**config.mk**
```make
export PLATFORM = sky130hd
export DESIGN_NAME = dpll_ctrl
export DESIGN_NICKNAME = d
export VERILOG_FILES = /design/src/dpll_pkg.sv /design/src/dpll_ctrl.sv /design/src/dpll_dsm.sv /design/src/dpll_edge_mon.sv
export SDC_FILE = /design/constraint.sdc
export NUM_CORES = 1
export LEC_CHECK = 0
export ABC_AREA = 1
export BUFFER_PORTS_ARGS = -buffer_cell sky130_fd_sc_hd__buf_2
export CAP_MARGIN = 5
export CORE_MARGIN = 2
export CORE_UTILIZATION = 36
export CTS_CLUSTER_SIZE = 20
export DETAILED_ROUTE_END_ITERATION = 12
export PLACE_DENSITY = 0.63
export SLEW_MARGIN = 20
export SYNTH_ARGS = -nofsm -noshare
export SYNTH_HDL_FRONTEND = slang
export SYNTH_SLANG_ARGS = --single-unit
```
**constraint.sdc**
```tcl
create_clock -name mclk_i -period 4.55 [get_ports mclk_i]
set_clock_uncertainty 0.05 [all_clocks]
set_input_delay 0.6825 -clock mclk_i [delete_from_list [all_inputs] [get_ports mclk_i]]
set_output_delay 0.6825 -clock mclk_i [all_outputs]
set_load 0.02 [all_outputs]
```
**src/dpll_pkg.sv**
```systemverilog
// constants and timing figures for the digital pll input-loss control block
package dpll_pkg;

	// clock rate of mclk_i
	localparam int unsigned MCLK_HZ = 50_000_000;

	// ratio and divide value format: 12 integer bits, 20 fraction bits
	localparam int unsigned RATIO_W = 32;
	localparam int unsigned FRAC_W = 20;
	localparam int unsigned INT_W = 12;

	// edge monitor counter widths
	localparam int unsigned GAP_W = 24;
	localparam int unsigned OCNT_W = 12;

	// internal timing clock divider width and select codes
	localparam int unsigned RDIV_W = 3;
	localparam logic [1:0] RDIV_SEL_1 = 2'h0;
	localparam logic [1:0] RDIV_SEL_2 = 2'h1;
	localparam logic [1:0] RDIV_SEL_4 = 2'h2;
	localparam logic [1:0] RDIV_SEL_8 = 2'h3;

	// input-loss timeout in internal timing clock cycles (2^23)
	localparam int unsigned LOSS_TICKS = 8_388_608;

	// skip window, least time
	localparam int unsigned SKIP_WINDOW_MS = 20;
	localparam int unsigned SKIP_CYCLES = (SKIP_WINDOW_MS * MCLK_HZ + 999) / 1000;

	// lock acquisition bounds
	localparam int unsigned LOCK_MAX_PERIODS = 200;
	localparam int unsigned LOCK_MAX_MS = 3;
	localparam int unsigned LOCK_CYCLES = (LOCK_MAX_MS * MCLK_HZ) / 1000;

	// lock detector: error tolerance in 12.20 units and settle periods
	localparam logic [32:0] LOCK_TOL = 33'h000010000;
	localparam logic [3:0] LOCK_SETTLE = 4'h4;

	// loop gains as right shifts of the ratio error
	localparam int unsigned GAIN_WIDE = 2;
	localparam int unsigned GAIN_NARROW = 6;

	// divide value after reset: ratio of one
	localparam logic [31:0] N_RESET = 32'h00100000;

endpackage : dpll_pkg

```
**src/dpll_ctrl.sv**
```systemverilog
// digital loop control: ratio measurement, divide value, bandwidth, lock and input loss
`timescale 1ns/1ps
module dpll_ctrl #(
	parameter int unsigned LOSS_TICKS = dpll_pkg::LOSS_TICKS,
	parameter int unsigned SKIP_CYCLES = dpll_pkg::SKIP_CYCLES,
	parameter int unsigned LOCK_CYCLES = dpll_pkg::LOCK_CYCLES
) (
	input wire logic mclk_i,
	input wire logic rst_i,
	input wire logic freq_ref_i,
	input wire logic out_edge_i,
	input wire logic [31:0] target_ratio_i,
	input wire logic [1:0] reference_divider_select_i,
	input wire logic skip_tolerance_enable_i,
	input wire logic output_when_unlocked_i,
	output logic internal_timing_clock_o,
	output logic [11:0] div_int_o,
	output logic dither_o,
	output logic [31:0] div_value_o,
	output logic locked_o,
	output logic clk_out_en_o,
	output logic wide_bw_o,
	output logic input_missing_o
);

	typedef enum logic [2:0] {
		DPLL_ACQ,
		DPLL_RELOCK,
		DPLL_LOCK,
		DPLL_HOLD,
		DPLL_UNLK
	} dpll_state_t;

	dpll_state_t state_q;
	dpll_state_t state_d;

	logic [dpll_pkg::RDIV_W-1:0] rdiv_q;
	logic [dpll_pkg::RDIV_W-1:0] rdiv_mask;
	logic tick_q;

	logic edge_p;
	logic [23:0] period;
	logic [23:0] gap;
	logic [11:0] out_cnt;

	logic [23:0] ref_period_q;
	logic [31:0] n_q;
	logic [32:0] err;
	logic [32:0] err_abs;
	logic [32:0] step;
	logic in_tol;
	logic glitch;
	logic missing;
	logic timeout;
	logic [3:0] settle_q;
	logic [7:0] acq_per_q;
	logic [31:0] acq_cyc_q;
	logic [31:0] skip_cyc_q;
	logic skip_ok;
	logic lock_done;
	logic acquiring;
	logic period_known;

	// internal timing clock: one tick every 1, 2, 4 or 8 mclk cycles
	always_comb begin
		unique case (reference_divider_select_i)
			dpll_pkg::RDIV_SEL_1: rdiv_mask = 3'h0;
			dpll_pkg::RDIV_SEL_2: rdiv_mask = 3'h1;
			dpll_pkg::RDIV_SEL_4: rdiv_mask = 3'h3;
			dpll_pkg::RDIV_SEL_8: rdiv_mask = 3'h7;
		endcase
	end

	always_ff @(posedge mclk_i) begin
		if (rst_i) begin
			rdiv_q <= '0;
		end else begin
			rdiv_q <= rdiv_q + 3'h1;
		end
	end

	// tick registered so a select change never makes a runt strobe
	always_ff @(posedge mclk_i) begin
		if (rst_i) begin
			tick_q <= 1'b0;
		end else begin
			tick_q <= (rdiv_q & rdiv_mask) == rdiv_mask;
		end
	end

	always_ff @(posedge mclk_i) begin
		if (rst_i) begin
			internal_timing_clock_o <= 1'b0;
		end else begin
			internal_timing_clock_o <= tick_q;
		end
	end

	dpll_edge_mon u_mon (
		.mclk_i(mclk_i),
		.rst_i(rst_i),
		.tick_i(tick_q),
		.freq_ref_i(freq_ref_i),
		.out_edge_i(out_edge_i),
		.edge_o(edge_p),
		.period_o(period),
		.gap_o(gap),
		.out_cnt_o(out_cnt)
	);

	// ratio error in 12.20; positive means output runs slow
	assign err = {1'b0, target_ratio_i} - {1'b0, out_cnt, 20'h00000};
	assign err_abs = err[32] ? (~err + 33'h000000001) : err;
	assign in_tol = err_abs <= dpll_pkg::LOCK_TOL;
	assign step = wide_bw_o ? ($signed(err) >>> dpll_pkg::GAIN_WIDE)
		: ($signed(err) >>> dpll_pkg::GAIN_NARROW);

	// the all-ones sentinel after unlock is no period, so it never flags a glitch
	assign period_known = ref_period_q != 24'hFFFFFF;
	// a period under half the last one is a glitch, not a faster clock
	assign glitch = edge_p && period_known
		&& ({1'b0, period} < {2'b00, ref_period_q[23:1]});
	assign missing = gap > {ref_period_q[22:0], 1'b0};
	assign timeout = gap >= LOSS_TICKS[23:0];
	assign skip_ok = skip_cyc_q < SKIP_CYCLES;
	assign acquiring = state_q == DPLL_ACQ || state_q == DPLL_RELOCK;
	// whichever bound hits first; a slow input needs one period for loss detection
	assign lock_done = period_known && (settle_q >= dpll_pkg::LOCK_SETTLE
		|| acq_per_q >= dpll_pkg::LOCK_MAX_PERIODS[7:0]
		|| acq_cyc_q >= LOCK_CYCLES);

	always_comb begin
		state_d = state_q;
		unique case (state_q)
			DPLL_ACQ, DPLL_RELOCK: begin
				if (glitch) begin
					state_d = DPLL_ACQ;
				end else if (timeout) begin
					state_d = DPLL_UNLK;
				end else if (lock_done) begin
					state_d = DPLL_LOCK;
				end
			end
			DPLL_LOCK: begin
				if (glitch) begin
					state_d = DPLL_UNLK;
				end else if (missing) begin
					state_d = DPLL_HOLD;
				end
			end
			DPLL_HOLD: begin
				if (timeout) begin
					state_d = DPLL_UNLK;
				end else if (edge_p) begin
					if (!skip_tolerance_enable_i) begin
						state_d = DPLL_ACQ;
					end else if (skip_ok) begin
						state_d = DPLL_RELOCK;
					end else begin
						// frequency may be off here with no unlock shown
						state_d = DPLL_LOCK;
					end
				end
			end
			DPLL_UNLK: begin
				if (edge_p) begin
					state_d = DPLL_ACQ;
				end
			end
			default: begin
				state_d = DPLL_UNLK;
			end
		endcase
	end

	always_ff @(posedge mclk_i) begin
		if (rst_i) begin
			state_q <= DPLL_UNLK;
		end else begin
			state_q <= state_d;
		end
	end

	// reference period kept from the last edge seen outside hold and unlock, glitch or not
	always_ff @(posedge mclk_i) begin
		if (rst_i) begin
			ref_period_q <= 24'hFFFFFF;
		end else if (edge_p && state_q != DPLL_HOLD && state_q != DPLL_UNLK) begin
			ref_period_q <= period;
		end else if (edge_p && state_q == DPLL_UNLK) begin
			ref_period_q <= 24'hFFFFFF;
		end
	end

	// divide value integrates the ratio error; frozen while the input is gone
	always_ff @(posedge mclk_i) begin
		if (rst_i) begin
			n_q <= dpll_pkg::N_RESET;
		end else if (edge_p && !glitch && ref_period_q != 24'hFFFFFF
				&& (acquiring || state_q == DPLL_LOCK)) begin
			n_q <= n_q + step[31:0];
		end
	end

	dpll_dsm u_dsm (
		.mclk_i(mclk_i),
		.rst_i(rst_i),
		.tick_i(tick_q),
		.n_i(n_q),
		.div_int_o(div_int_o),
		.dither_o(dither_o)
	);

	// acquisition progress counters
	always_ff @(posedge mclk_i) begin
		if (rst_i || !acquiring) begin
			settle_q <= '0;
			acq_per_q <= '0;
			acq_cyc_q <= '0;
		end else begin
			if (acq_cyc_q < LOCK_CYCLES) begin
				acq_cyc_q <= acq_cyc_q + 32'h00000001;
			end
			if (edge_p) begin
				if (acq_per_q != 8'hFF) begin
					acq_per_q <= acq_per_q + 8'h01;
				end
				if (!in_tol) begin
					settle_q <= '0;
				end else if (settle_q != 4'hF) begin
					settle_q <= settle_q + 4'h1;
				end
			end
		end
	end

	// skip window counted from entry into hold, in mclk cycles
	always_ff @(posedge mclk_i) begin
		if (rst_i || state_q != DPLL_HOLD) begin
			skip_cyc_q <= '0;
		end else if (skip_ok) begin
			skip_cyc_q <= skip_cyc_q + 32'h00000001;
		end
	end

	// status and output control, all registered
	// relock under skip and hold both report lock and keep output
	always_ff @(posedge mclk_i) begin
		if (rst_i) begin
			locked_o <= 1'b0;
		end else begin
			locked_o <= state_d == DPLL_LOCK || state_d == DPLL_HOLD
				|| state_d == DPLL_RELOCK;
		end
	end

	always_ff @(posedge mclk_i) begin
		if (rst_i) begin
			clk_out_en_o <= 1'b0;
		end else begin
			clk_out_en_o <= (state_d == DPLL_ACQ || state_d == DPLL_UNLK)
				? output_when_unlocked_i : 1'b1;
		end
	end

	always_ff @(posedge mclk_i) begin
		if (rst_i) begin
			wide_bw_o <= 1'b1;
		end else begin
			wide_bw_o <= state_d == DPLL_ACQ || state_d == DPLL_RELOCK
				|| state_d == DPLL_UNLK;
		end
	end

	always_ff @(posedge mclk_i) begin
		if (rst_i) begin
			input_missing_o <= 1'b0;
		end else begin
			input_missing_o <= state_d == DPLL_HOLD;
		end
	end

	always_ff @(posedge mclk_i) begin
		if (rst_i) begin
			div_value_o <= dpll_pkg::N_RESET;
		end else begin
			div_value_o <= n_q;
		end
	end

endmodule : dpll_ctrl

```
**src/dpll_dsm.sv**
```systemverilog
// first-order delta-sigma modulator dithering the integer divide ratio
`timescale 1ns/1ps
module dpll_dsm (
	input wire logic mclk_i,
	input wire logic rst_i,
	input wire logic tick_i,
	input wire logic [31:0] n_i,
	output logic [11:0] div_int_o,
	output logic dither_o
);

	logic [dpll_pkg::FRAC_W-1:0] acc_q;
	logic [dpll_pkg::FRAC_W:0] sum;

	// carry out of the fraction accumulator: ones density equals the fraction
	assign sum = {1'b0, acc_q} + {1'b0, n_i[dpll_pkg::FRAC_W-1:0]};

	always_ff @(posedge mclk_i) begin
		if (rst_i) begin
			acc_q <= '0;
			div_int_o <= 12'h001;
			dither_o <= 1'b0;
		end else if (tick_i) begin
			acc_q <= sum[dpll_pkg::FRAC_W-1:0];
			dither_o <= sum[dpll_pkg::FRAC_W];
			div_int_o <= n_i[31:dpll_pkg::FRAC_W] + {11'h000, sum[dpll_pkg::FRAC_W]};
		end
	end

endmodule : dpll_dsm

```
**src/dpll_edge_mon.sv**
```systemverilog
// edge detector and period, gap and output-edge counters for the reference input
`timescale 1ns/1ps
module dpll_edge_mon (
	input wire logic mclk_i,
	input wire logic rst_i,
	input wire logic tick_i,
	input wire logic freq_ref_i,
	input wire logic out_edge_i,
	output logic edge_o,
	output logic [23:0] period_o,
	output logic [23:0] gap_o,
	output logic [11:0] out_cnt_o
);

	logic ref_q;
	logic rise;
	logic [dpll_pkg::OCNT_W-1:0] acc_q;

	assign rise = freq_ref_i & ~ref_q;

	always_ff @(posedge mclk_i) begin
		if (rst_i) begin
			ref_q <= 1'b0;
			edge_o <= 1'b0;
		end else begin
			ref_q <= freq_ref_i;
			edge_o <= rise;
		end
	end

	// gap counter on the internal timing clock, restarted by every edge
	always_ff @(posedge mclk_i) begin
		if (rst_i) begin
			gap_o <= '0;
			period_o <= '0;
		end else if (rise) begin
			period_o <= gap_o;
			gap_o <= '0;
		end else if (tick_i && gap_o != 24'hFFFFFF) begin
			gap_o <= gap_o + 24'h000001;
		end
	end

	// synthesized output edges counted across one input period
	always_ff @(posedge mclk_i) begin
		if (rst_i) begin
			acc_q <= '0;
			out_cnt_o <= '0;
		end else if (rise) begin
			out_cnt_o <= acc_q;
			acc_q <= {11'h000, out_edge_i};
		end else if (out_edge_i && acc_q != 12'hFFF) begin
			acc_q <= acc_q + 12'h001;
		end
	end

endmodule : dpll_edge_mon

```
==> impl_results.md <==
- Max Transition Viols Final: 0
- Final Critical Period: approximately 3.8 ns
- Placed Cells: 2,962
- All-Layer GR Usage: 0.1774
- DRC viols: 0
- Mapped Area: roughly 16,000 um^2
- GRT busiest layer: met2
- DRT Pass-1 Iters: 5
- Largest net degree at the start of global routing: 75
- CP Data Required Time: between 4 and 5 ns
- Num ports: 90
- Pint: roughly 4.3 mW
- Gate count of the mapped netlist: between 2,000 and 2,500
- MaxCap Viol Count: 0
- HP Start: freq_ref_i
- Iter 0 DRT Violations: 1,032
- Worst Tran Pin Value: roughly 0.78 ns
- Yosys warns: 0
- EDFF count, synth: 0
- Clk network pwr share: 0.463
- CTS tree: done
- Hold Fails Final Rpt: 0
- Clock slew at reported path FFs: 0.06 ns
- Crit. End Element: flop
- Reg2reg setup slack: 0.77 ns
- Non-filler cells, final: 3,023
- CTS root buffer: clkbuf_16
- Final Cycle Share: 0.8299
- ANT cells: 0
- Dpl hpwl: ~32,000 um
- Clock tree buffer depth: 3
- Net Sw Frac: 0.2484
- Number of H-tree levels: 2
- Setup bufs post-CTS: 0
- Die area: ~47,000 um^2
- Met1 Use GR: 0.2503
- Synthesized Nets: 2,484
- Height of the die: between 200 and 250 um
- GP Congestion: 0.8862
- Avg Cell Area, Syn: just under 7 um^2
- Reg2reg end: n_q[22]
- Leakage: 8.386 nW
- Crit Path Max Fanout: 19
- Via count: roughly 15,000
- Max Freq: around 0.26 GHz
- Comb power frac: 0.092
- Status: finished, final reports clean
- Core Footprint: approximately 44,000 um^2
- Asr flop ratio synth: 0
- Critical Path AT: 4.21 ns
- Met3 usage: 0.02509
- Synth-to-layout area growth: 13.43%
- Port bufs: about 90
- Nets: ~2,600
- Die width: about 220 um
- Worst hold path depth: 3
- Core Rows: 77
- Setup CP Type: flop to flop
- Via density: 4.973
- Post-layout util: 0.4137
- Total power: 5.704 mW
- Final ANT Viol Nets: 0
- Worst r2r src: wide_bw_o
- # setup viols final: 0
- Net switching power: ~1.4 mW
- Hold Crit Class: primary input to flop
- Hold-fix buffers at CTS: 0
- Sink Count: around 280
- WL/cell: 13.80 um
- TritonCTS buffer count: 34
- Setup total negative slack: 0 ns
- Initial antenna violation count: 0
- First-pass GRT wire length: just under 70,000 um
- Post_cts resized: 0
- Clk Latency, worst-skew pair: between 0.5 and 0.6 ns
- Peak supply drop: around 220 uV
- Slew margin rel.: 0.4832
- Ys flop type: dfxtp_1
- Unrepaired setup endpoints after global routing: false
- Yosys cell types: 52
- Worst Reg2Reg Path Length in Cells: 15
- Pwr dens: ~310 nW/um^2
- Hold Path End: u_mon.ref_q
- Fill count: roughly 4,600
- Sequential area share after synthesis: 0.3505
- Grt ovf: 0
- Register bit total from synthesis: 283
- GRT met2 Usage: 0.2817
- Startpoint types: flop
- Fraction of layout cells with a size suffix above 1: 0.08556
- Seq pwr share: 0.445
- Starting Density: 0.3648
- Routed WL: about 42,000 um
- Vias in the first global route: approximately 14,000
==> cell type report <==
cell class	instances	area, um^2	share of cell area
Multi-Input combinational cell	1625	8927	0.4869
Inverter	357	1340	0.07308
Clock inverter	8	73.82	0.004026
Clock buffer	53	1023	0.05582
Sequential cell	283	5665	0.3090
Timing Repair Buffer	105	565.5	0.03084
Tap cell	592	740.7	0.04040
==> per-layer routing <==
layer | share of wire | routed length (um)
met3 | 0.047 | 1964
met4 | 0.020 | 826
met1 | 0.51 | 21240
met5 | 0 | 0
met2 | 0.42 | 17690
==> cell usage in the layout, fill, tap and decap left out, types with 10 or more instances in the layout <==
| cell | count |
|---|---|
| a21oi_1 | 192 |
| buf_2 | 89 |
| buf_4 | 16 |
| clkbuf_1 | 10 |
| clkbuf_16 | 35 |
| dfxtp_1 | 283 |
| ha_1 | 119 |
| inv_1 | 347 |
| nand2_1 | 415 |
| nand2_2 | 10 |
| nand3_1 | 91 |
| nand4_1 | 50 |
| nor2_1 | 272 |
| nor2_2 | 14 |
| nor3_1 | 46 |
| nor3b_1 | 10 |
| nor4_1 | 10 |
| o211ai_1 | 15 |
| o21a_1 | 11 |
| o21ai_0 | 181 |
| o21ai_1 | 13 |
| o22ai_1 | 38 |
| xnor2_1 | 12 |
| xor2_1 | 59 |
==> power by group through the flow <==
stage / sequential [mW] / combinational, mW / clock (mW)
floorplan: 2.59 / 0.368 / 0
global placement: 2.59 / 0.513 / 0
detailed placement: 2.59 / 0.521 / 0
global route: 2.54 / 0.597 / 2.82
finish: 2.54 / 0.524 / 2.64
CTS: 2.54 / 0.523 / 2.72
==> cell usage after synthesis (all sizes together) (38+ instances only) <==
cell	instances	share of area
nor2	288	0.070
o21ai	195	0.061
nor3	50	0.017
ha	119	0.092
nand2	425	0.10
o22ai	38	0.015
a21oi	193	0.060
nand4	50	0.019
clkbuf	48	0.011
xor2	60	0.033
dfxtp	283	0.35
inv	354	0.082
nand3	97	0.032
==> cells by family (layout without fill, tap and decap cells) <==
| kind of cell | after synthesis | after routing | synth area share |
|---|---|---|---|
| xor+xnor | 72 | 72 | 0.03947 |
| compound gates | 493 | 493 | 0.1666 |
| fa+ha+maj | 122 | 122 | 0.09582 |
| simple gates | 938 | 938 | 0.2502 |
| flops | 283 | 283 | 0.3505 |
| buf+inv | 414 | 523 | 0.09745 |
==> registers in the layout, summed over array words and instances (netlist names), 3 cells and up <==
register / cells
acq_cyc_q: 32
div_value_o: 32
n_q: 32
skip_cyc_q: 32
ref_period_q: 24
u_mon.gap_o: 24
u_mon.period_o: 24
u_dsm.acc_q: 20
u_dsm.div_int_o: 12
u_mon.acc_q: 12
u_mon.out_cnt_o: 12
acq_per_q: 8
settle_q: 4
rdiv_q: 3
state_q: 3
==> worst max-delay path by stage <==
stage	startpoint	to	slack (ns)
global route	wide_bw_o	n_q[22]	0.49
detailed placement	target_ratio_i[20]	n_q[31]	0.59
CTS	wide_bw_o	n_q[22]	0.83
global placement	target_ratio_i[22]	n_q[31]	0.58
floorplan	target_ratio_i[20]	n_q[31]	0.91
finish	wide_bw_o	n_q[22]	0.77
==> metrics by stage <==
stage,instance area (um^2),hold WS [ns],worst slack (ns)
2_1_floorplan,16170,0.3653,0.9102
3_3_place_gp,17240,0.3728,0.5826
3_5_place_dp,17240,0.3770,0.5862
4_1_cts,18340,0.3122,0.8262
5_1_grt,18340,0.3420,0.4893
6_report,18340,0.3353,0.7739
==> worst max-delay path: stages, from the launching register on <==
cell and delay, ns:
dfxtp_1 0.50, inv_1 0.36, nand2_1 0.11, nand2_1 0.10, ha_1 0.18, inv_1 0.06
fa_1 0.39, o21ai_1 0.29, a21oi_1 0.11, o21ai_0 0.37, a31oi_1 0.23, o21ai_0 0.36
a21oi_1 0.15, xnor2_1 0.30, o21ai_0 0.12, inv_1 0.06
No activity file was read; power rests on OpenSTA's default activity.
